$ cat config.mk
export PLATFORM = sky130hd
export DESIGN_NAME = oscillator_source_config
export DESIGN_NICKNAME = d
export VERILOG_FILES = /design/src/osc_cfg_pkg.sv /design/src/oscillator_source_config.sv
export SDC_FILE = /design/constraint.sdc
export NUM_CORES = 1
export LEC_CHECK = 0
export BUFFER_PORTS_ARGS = -buffer_cell sky130_fd_sc_hd__buf_2
export CORE_MARGIN = 2
export CORE_UTILIZATION = 42
export CTS_CLUSTER_SIZE = 16
export DETAILED_ROUTE_END_ITERATION = 8
export PLACE_DENSITY = 0.81
export SETUP_SLACK_MARGIN = 0.1
export SLEW_MARGIN = 20
export SYNTH_ARGS = -nofsm -noshare
export SYNTH_HDL_FRONTEND = slang
export SYNTH_SLANG_ARGS = --single-unit
$ cat constraint.sdc
create_clock -name core_clk -period 3.7 [get_ports core_clk]
set_input_delay 0.555 -clock core_clk [delete_from_list [all_inputs] [get_ports core_clk]]
set_output_delay 0.555 -clock core_clk [all_outputs]
set_load 0.03 [all_outputs]
$ cat src/osc_cfg_pkg.sv
// Purpose: Shared constants and types for the oscillator source configuration block
// Assumes: 100 MHz core_clk stands for the selected source or PLL output
// Notes:   Register offsets are byte addresses on a 32-bit Avalon-MM slave
package osc_cfg_pkg;

  // ==========================================================================
  // Register map
  localparam logic [3:0]  OFS_INIT_SRC    = 4'h0;
  localparam logic [3:0]  OFS_MODE_CFG    = 4'h4;
  localparam logic [3:0]  OFS_STATUS      = 4'h8;
  localparam logic [3:0]  OFS_SWITCH      = 4'hC;

  // ==========================================================================
  // Field positions
  localparam int          SRC_LSB         = 0;
  localparam int          MODE_LSB        = 0;
  localparam int          CLKOUT_BIT      = 2;
  localparam int          RANGE_BIT       = 5;
  localparam int          SWMON_LSB       = 6;
  localparam int          STAT_PLL_BIT    = 4;
  localparam int          STAT_SWEN_BIT   = 5;
  localparam int          STAT_MON_BIT    = 6;
  localparam int          STAT_FAIL_BIT   = 7;
  localparam int          SW_REQ_BIT      = 4;
  localparam logic [23:0] SRC_WORD_MASK   = 24'h000007;
  localparam logic [23:0] MODE_WORD_MASK  = 24'h0000E7;

  // ==========================================================================
  // Encodings
  typedef enum logic [2:0] {
    SRC_RC      = 3'h0,
    SRC_RC_PLL  = 3'h1,
    SRC_PRI     = 3'h2,
    SRC_PRI_PLL = 3'h3
  } source_t;

  localparam logic [1:0]  MODE_EXT_CLOCK  = 2'h0;
  localparam logic [1:0]  MODE_CRYSTAL    = 2'h2;
  localparam logic [1:0]  MODE_OFF        = 2'h3;
  localparam logic [1:0]  SWMON_BOTH      = 2'h0;
  localparam logic [1:0]  SWMON_SW_ONLY   = 2'h1;

  // ==========================================================================
  // Divider counts
  localparam logic [2:0]  PLL_SYS_DIV_LAST = 3'h7;

  typedef struct packed {
    logic [1:0] switch_monitor_sel;
    logic       rc_speed_range;
    logic       clock_out_pin_enable;
    logic [1:0] primary_osc_mode;
    logic [2:0] initial_source_sel;
  } osc_cfg_t;

  typedef struct packed {
    logic pwm_clock_en;
    logic converter_clock_en;
    logic sys_clock_en;
  } clk_en_t;

endpackage : osc_cfg_pkg

$ cat src/oscillator_source_config.sv
// Purpose: Start-up clock source selection, clock enables and clock-out pin
// Assumes: Non-volatile words are stable while rst_n is low and after
// Notes:   Slower clocks are enables of core_clk, except instr_clk, which is a level toggled on sys_clock_en
//
// Notes on behaviour
// - Instruction clock is the selected system clock divided by two.
// - Source loads from initial field just after reset release; later changes only via switching or fail-safe fallback to RC.
// - Source codes: 000 RC, 001 RC+PLL, 010 primary, 011 primary+PLL; rest reserved.
// - Primary mode: 11 off, 10 crystal, 00 external clock, 01 reserved.
// - Primary mode field ignored while an internal RC source is selected.
// - Outside crystal mode, clock-out bit 1 drives instruction clock, 0 gives GPIO.
// - Switch/monitor: 1x none, 01 switching only, 00 switching and fail-safe.
// - Range bit 1 selects high RC/PLL range, 0 the low range.
// - With PLL: PWM clock is PLL output, converter clock is PLL divided by 2.
// - With PLL: system clock is PLL divided by eight, then two for instruction.
// - Reset loads 000 RC; two cycles after release the current source status takes the initial source field, or 000 RC for a reserved code.
module oscillator_source_config
  import osc_cfg_pkg::*;
(
  input  wire logic        core_clk,
  input  wire logic        rst_n,
  input  wire logic [23:0] nv_source_word,
  input  wire logic [23:0] nv_mode_word,
  input  wire logic        clock_fail_detect,
  input  wire logic        gpio_out,
  input  wire logic        gpio_oe,
  input  wire logic        osc_pin_out_in,
  output logic             osc_pin_out_o,
  output logic             osc_pin_out_oe,
  output logic             gpio_in,
  output logic             instr_clk,
  output logic             sys_clock_en,
  output logic             pwm_clock_en,
  output logic             converter_clock_en,
  output logic [2:0]       current_source_status,
  output logic             primary_osc_enable,
  output logic             high_speed_crystal_mode,
  output logic             rc_high_range,
  output logic             fail_safe_monitor_en,
  input  wire logic [3:0]  avs_address,
  input  wire logic        avs_read,
  input  wire logic        avs_write,
  input  wire logic [31:0] avs_writedata,
  input  wire logic [3:0]  avs_byteenable,
  output logic [31:0]      avs_readdata,
  output logic             avs_waitrequest
);

  // ==========================================================================
  // Declarations
  osc_cfg_t          cfg;
  logic              cfg_loaded;
  source_t           cur_src;
  logic              fail_flag;
  logic [2:0]        new_src;
  logic              switch_req;
  logic [2:0]        div8_cnt;
  logic              conv_phase;
  logic              sys_en;
  logic              next_instr_clk;
  logic              pll_in_use;
  logic              crystal_sel;
  logic              switch_allowed;
  logic              monitor_on;
  logic              fail_meta;
  logic              fail_sync;
  logic              gpio_meta;
  logic              access_ok;
  logic              bus_take;
  logic [31:0]       next_readdata;
  clk_en_t           next_en;

  // ==========================================================================
  // Configuration capture after reset release
  always_ff @(posedge core_clk or negedge rst_n) begin
    if (!rst_n) begin
      cfg        <= '0;
      cfg_loaded <= 1'b0;
    end else if (!cfg_loaded) begin
      cfg.initial_source_sel   <= nv_source_word[SRC_LSB +: 3];
      cfg.primary_osc_mode     <= nv_mode_word[MODE_LSB +: 2];
      cfg.clock_out_pin_enable <= nv_mode_word[CLKOUT_BIT];
      cfg.rc_speed_range       <= nv_mode_word[RANGE_BIT];
      cfg.switch_monitor_sel   <= nv_mode_word[SWMON_LSB +: 2];
      cfg_loaded               <= 1'b1;
    end
  end

  // ==========================================================================
  // Decoded configuration
  always_comb begin
    pll_in_use     = (cur_src == SRC_RC_PLL) || (cur_src == SRC_PRI_PLL);
    // Mode field only counts for primary sources
    crystal_sel    = ((cur_src == SRC_PRI) || (cur_src == SRC_PRI_PLL)) &&
                     (cfg.primary_osc_mode == MODE_CRYSTAL);
    switch_allowed = cfg_loaded && !cfg.switch_monitor_sel[1];
    monitor_on     = cfg_loaded && (cfg.switch_monitor_sel == SWMON_BOTH);
  end

  // ==========================================================================
  // Fail detect synchroniser
  always_ff @(posedge core_clk or negedge rst_n) begin
    if (!rst_n) begin
      fail_meta <= 1'b0;
      fail_sync <= 1'b0;
    end else begin
      fail_meta <= clock_fail_detect;
      fail_sync <= fail_meta;
    end
  end

  // ==========================================================================
  // Current source selection
  function automatic source_t to_source(input logic [2:0] code);
    source_t s;
    s = SRC_RC;
    unique case (code)
      3'h0:    s = SRC_RC;
      3'h1:    s = SRC_RC_PLL;
      3'h2:    s = SRC_PRI;
      3'h3:    s = SRC_PRI_PLL;
      default: s = SRC_RC;
    endcase
    return s;
  endfunction : to_source

  always_ff @(posedge core_clk or negedge rst_n) begin
    if (!rst_n) begin
      cur_src <= SRC_RC;
    end else if (!cfg_loaded) begin
      cur_src <= to_source(nv_source_word[SRC_LSB +: 3]);
    end else if (monitor_on && fail_sync) begin
      cur_src <= SRC_RC;
    end else if (switch_req && switch_allowed && !new_src[2]) begin
      cur_src <= to_source(new_src);
    end
  end

  // Sticky fail flag; a new failure wins over a clear
  always_ff @(posedge core_clk or negedge rst_n) begin
    if (!rst_n) begin
      fail_flag <= 1'b0;
    end else if (monitor_on && fail_sync) begin
      fail_flag <= 1'b1;
    end else if (bus_take && avs_write && avs_address == OFS_STATUS &&
                 avs_byteenable[0] && avs_writedata[STAT_FAIL_BIT]) begin
      fail_flag <= 1'b0;
    end
  end

  // ==========================================================================
  // Switch request register
  always_ff @(posedge core_clk or negedge rst_n) begin
    if (!rst_n) begin
      new_src    <= 3'h0;
      switch_req <= 1'b0;
    end else if (bus_take && avs_write && avs_address == OFS_SWITCH &&
                 avs_byteenable[0]) begin
      new_src    <= avs_writedata[SRC_LSB +: 3];
      switch_req <= avs_writedata[SW_REQ_BIT];
    end else begin
      switch_req <= 1'b0;
    end
  end

  // ==========================================================================
  // Clock dividers
  always_ff @(posedge core_clk or negedge rst_n) begin
    if (!rst_n) begin
      div8_cnt   <= 3'h0;
      conv_phase <= 1'b0;
    end else begin
      div8_cnt   <= pll_in_use ? div8_cnt + 3'h1 : 3'h0;
      conv_phase <= pll_in_use ? !conv_phase : 1'b0;
    end
  end

  always_comb begin
    // PLL output divided by eight, otherwise the source itself
    sys_en                     = pll_in_use ? (div8_cnt == PLL_SYS_DIV_LAST) : 1'b1;
    next_en.sys_clock_en       = cfg_loaded && sys_en;
    next_en.pwm_clock_en       = cfg_loaded && pll_in_use;
    next_en.converter_clock_en = cfg_loaded && pll_in_use && conv_phase;
    next_instr_clk             = next_en.sys_clock_en ? !instr_clk : instr_clk;
  end

  always_ff @(posedge core_clk or negedge rst_n) begin
    if (!rst_n) begin
      sys_clock_en       <= 1'b0;
      pwm_clock_en       <= 1'b0;
      converter_clock_en <= 1'b0;
      instr_clk          <= 1'b0;
    end else begin
      sys_clock_en       <= next_en.sys_clock_en;
      pwm_clock_en       <= next_en.pwm_clock_en;
      converter_clock_en <= next_en.converter_clock_en;
      instr_clk          <= next_instr_clk;
    end
  end

  // ==========================================================================
  // Second oscillator pin
  always_ff @(posedge core_clk or negedge rst_n) begin
    if (!rst_n) begin
      osc_pin_out_o  <= 1'b0;
      osc_pin_out_oe <= 1'b0;
    end else if (!cfg_loaded || crystal_sel) begin
      osc_pin_out_o  <= 1'b0;
      osc_pin_out_oe <= 1'b0;
    end else if (cfg.clock_out_pin_enable) begin
      osc_pin_out_o  <= next_instr_clk;
      osc_pin_out_oe <= 1'b1;
    end else begin
      osc_pin_out_o  <= gpio_out;
      osc_pin_out_oe <= gpio_oe;
    end
  end

  always_ff @(posedge core_clk or negedge rst_n) begin
    if (!rst_n) begin
      gpio_meta <= 1'b0;
      gpio_in   <= 1'b0;
    end else begin
      gpio_meta <= osc_pin_out_in;
      gpio_in   <= gpio_meta;
    end
  end

  // ==========================================================================
  // Status outputs
  always_ff @(posedge core_clk or negedge rst_n) begin
    if (!rst_n) begin
      current_source_status   <= 3'h0;
      primary_osc_enable      <= 1'b0;
      high_speed_crystal_mode <= 1'b0;
      rc_high_range           <= 1'b0;
      fail_safe_monitor_en    <= 1'b0;
    end else begin
      current_source_status   <= cur_src;
      primary_osc_enable      <= !cur_src[1] ? 1'b0 :
                                 (cfg.primary_osc_mode != MODE_OFF);
      high_speed_crystal_mode <= crystal_sel;
      rc_high_range           <= cfg.rc_speed_range;
      fail_safe_monitor_en    <= monitor_on;
    end
  end

  // ==========================================================================
  // Avalon-MM slave, one wait state on every access
  assign access_ok = (avs_read || avs_write) && (avs_address[1:0] == 2'h0);
  assign bus_take  = (avs_read || avs_write) && !avs_waitrequest;

  always_comb begin
    next_readdata = 32'h0;
    if (access_ok) begin
      unique case (avs_address)
        OFS_INIT_SRC: next_readdata = {8'h00, nv_source_word & SRC_WORD_MASK};
        OFS_MODE_CFG: next_readdata = {8'h00, nv_mode_word & MODE_WORD_MASK};
        OFS_STATUS: begin
          next_readdata[SRC_LSB +: 3]   = cur_src;
          next_readdata[STAT_PLL_BIT]   = pll_in_use;
          next_readdata[STAT_SWEN_BIT]  = switch_allowed;
          next_readdata[STAT_MON_BIT]   = monitor_on;
          next_readdata[STAT_FAIL_BIT]  = fail_flag;
        end
        OFS_SWITCH:   next_readdata[SRC_LSB +: 3] = new_src;
        default:      next_readdata = 32'h0;
      endcase
    end
  end

  always_ff @(posedge core_clk or negedge rst_n) begin
    if (!rst_n) begin
      avs_waitrequest <= 1'b1;
      avs_readdata    <= 32'h0;
    end else begin
      avs_waitrequest <= !((avs_read || avs_write) && avs_waitrequest);
      if ((avs_read || avs_write) && avs_waitrequest) begin
        avs_readdata <= avs_read ? next_readdata : 32'h0;
      end
    end
  end

endmodule : oscillator_source_config

==> results.py <==
metrics = {
    "timing": {
        "rsz0062_at_grt": "no",
        "setup_viol": 0,
        "skew_ps": 2.76,
        "hold_viol": 0,
        "whs_ps": 353,
        "relSlewSlack": 0.410,
        "finalSetupTns_ps": 0,
        "clock.fmax_mhz": 612,
        "min_period_over_period": 0.442,
        "worstMarginPinSlew_ps": 885,
        "period_minus_slack_ps": 1630,
        "slew_viol_final": 0,
    },
    "clocking": {
        "ctsHoldBuffers": 0,
        "numCtsBuffers": 5,
        "cts_tree": "built",
        "clk_pin_slew_ps": 80,
        "cts_resized": 0,
        "postCtsSetupBuffers": 0,
        "clk_latency_ps": 290,
        "htreeDepth": 2,
        "clkSinkCount": 42,
        "cts_root_buf": "clkbuf_8",
        "cts_max_path_buffers": 2,
    },
    "finish": {
        "seq_area_um2": 1050,
        "diodes": 0,
        "syn2layout_area_growth_pct": 15.4,
        "multi_input_area_um2": 658,
        "fillers": 406,
        "drive_above_1_share": 0.341,
        "finalNetCount": 305,
    },
    "worst_setup_path": {
        "crit_buf_inv": 1,
        "slowest_stage": "dfstp_2",
        "path_delay_family": "flip-flops",
        "crit_chain": "buf_2",
        "slowest_delay_ps": 580,
        "path_class": "flop to primary output",
        "end_kind": "primary output",
        "arrival_ps": 1080,
        "cp.required_ps": 3140,
        "start_kind": "flop",
        "cp_max_fo": 6,
    },
    "floorplanning": {
        "num_rows": 24,
        "die_h_um": 70.3,
        "start_util": 0.430,
        "die-area_um2": 4950,
        "coreArea_um2": 4290,
        "io_pins": 143,
        "die_w_um": 70.3,
    },
    "pwr": {
        "pwr-share-clk": 0.295,
        "internal-power_w": 0.000710,
        "p_per_area_nw_per_um2": 478,
        "power_switching_w": 0.000309,
        "finalPower_w": 0.00102,
        "pwr-share-seq": 0.520,
        "combPwrFrac": 0.185,
        "leakage_nw": 1.14,
        "ir_drop_mv": 0.167,
        "p_sw_frac": 0.303,
    },
    "detailed_routing": {
        "first_pass_iters": 4,
        "num_vias": 1196,
        "drt-initial-drc-count": 116,
        "wirelength_um": 3260,
        "ant_nets": 0,
        "wl_per_cell_um": 12.5,
        "drcViolationCount": 0,
        "via_per_inst": 4.60,
    },
    "synth": {
        "syn_area_um2": 1850,
        "syn_avg_cell_area_um2": 11.8,
        "syn_inst": 156,
        "synthArstFlopShare": 1.00,
        "synth_edf_count": 0,
        "yosysSeqAreaShare": 0.569,
        "synth-main-ff-cell": "dfrtp_1",
        "yosysUniqueCellTypes": 37,
        "yosys_warnings": 0,
        "synth-seq-cells": 42,
    },
    "status": {
        "outcome": "completed",
    },
    "global_routing": {
        "groute.usage.overall": 0.147,
        "grt_pass1_wl_um": 5600,
        "antenna_found_initial": 0,
        "first_global_vias": 1209,
        "grt_max_degree": 43,
        "overflow": 0,
    },
    "run": {
        "drv_cap": 0,
    },
    "place": {
        "gp_congestion": 0.810,
        "place_hpwl_um": 2510,
        "port-buffer-count": 47,
    },
    "worst_hold_path": {
        "min_path_type": "flop to flop",
    },
}
power by group through the flow:
stage               Clock, W  Combinational [W]  Sequential, W
floorplan                  0           0.000114       0.000573
global placement           0           0.000187       0.000536
detailed placement         0           0.000190       0.000538
CTS                 0.000310           0.000190       0.000529
global route        0.000333           0.000205       0.000536
finish              0.000301           0.000188       0.000530
layout make-up:
class,count,share of cell area
repair buffers,47,0.110
clock inverters,2,0.00587
flip-flops and latches,42,0.494
multi-input cells,104,0.309
well taps,52,0.0305
inverters,7,0.0123
clock buffers,6,0.0387
kinds of logic (layout without fill, tap and decap cells):
| logic type | after synthesis | after routing | synth area share |
|---|---|---|---|
| flops | 42 | 42 | 0.569 |
| xor+xnor | 1 | 1 | 0.00474 |
| mux | 15 | 15 | 0.0982 |
| compound gates | 20 | 20 | 0.0731 |
| fa+ha+maj | 2 | 2 | 0.0135 |
| buf+inv | 35 | 62 | 0.125 |
| other cells | 2 | 27 | 0.00406 |
| simple gates | 39 | 39 | 0.112 |
worst reg2reg max path, stage by stage, from the launching register on:
cell	delay, ps
dfrtp_1	640
nor2b_1	250
nor2b_1	290
a32oi_1	100
o21ai_1	130
synthesized netlist by cell type, types with 3 or more instances:
cell,instances,area (µm²)
and2_1,3,18.8
buf_4,26,195
dfrtp_1,41,1030
inv_1,7,26.3
mux2_2,12,135
nand2_1,10,37.5
nand4_1,4,25.0
nor2_1,11,41.3
o21ai_0,4,20.0
o21ai_1,3,15.0
placed cells by master (no fill, tap or decap), types with 2 or more instances in the layout:
cell type  synthesis  layout
buf_2              2      47
dfrtp_1           41      41
conb_1             2      27
mux2_2            12      12
nor2_1            11      11
nand2_1           10      10
inv_1              7       7
clkbuf_8           0       6
o21ai_0            4       4
nand4_1            4       4
and2_1             3       3
o21ai_1            3       3
nor2b_1            2       2
mux2i_1            2       2
a32oi_1            2       2
a21oi_1            2       2
a22o_1             2       2
ha_1               2       2
registers in the layout, summed over array words and instances, names as in the netlist, 2 cells and up:
name	cells
avs_readdata	7
current_source_status	2
new_src	3
cfg	6
div8_cnt	3
cur_src	2
metrics by stage:
| step | util | area, µm² | instances | setup slack [ps] |
|---|---|---|---|---|
| floorplan | - | 1940 | 181 | 2210 |
| global placement | 0.474 | 2040 | 252 | 2040 |
| detailed placement | 0.474 | 2040 | 252 | 2040 |
| CTS | 0.497 | 2130 | 260 | 2060 |
| global route | 0.497 | 2130 | 260 | 2030 |
| finish | 0.497 | 2130 | 260 | 2070 |
per-layer routing:
layer | share of wire | vias to the layer above | global-route usage
met4 | 0.023 | 0 | 0.0769
met3 | 0.059 | 5 | 0.0375
li1 | - | 578 | -
met5 | 0 | - | 0
met2 | 0.49 | 44 | 0.234
met1 | 0.43 | 569 | 0.185
path summary, 6_finish.rpt:
path                       slack [ps]  cells past startpoint         endpoint             from
hold reg to reg                   350                      0        fail_sync        fail_meta
min in group asynchronous         380                      1     pwm_clock_en            rst_n
max in group asynchronous        2770                      1  avs_readdata[7]            rst_n
hold / removal                    350                      0        fail_sync        fail_meta
setup reg to reg                 2240                      4  avs_readdata[6]       cfg_loaded
setup / recovery                 2070                      1  avs_waitrequest  avs_waitrequest
Power figures use the tool's default switching activity.
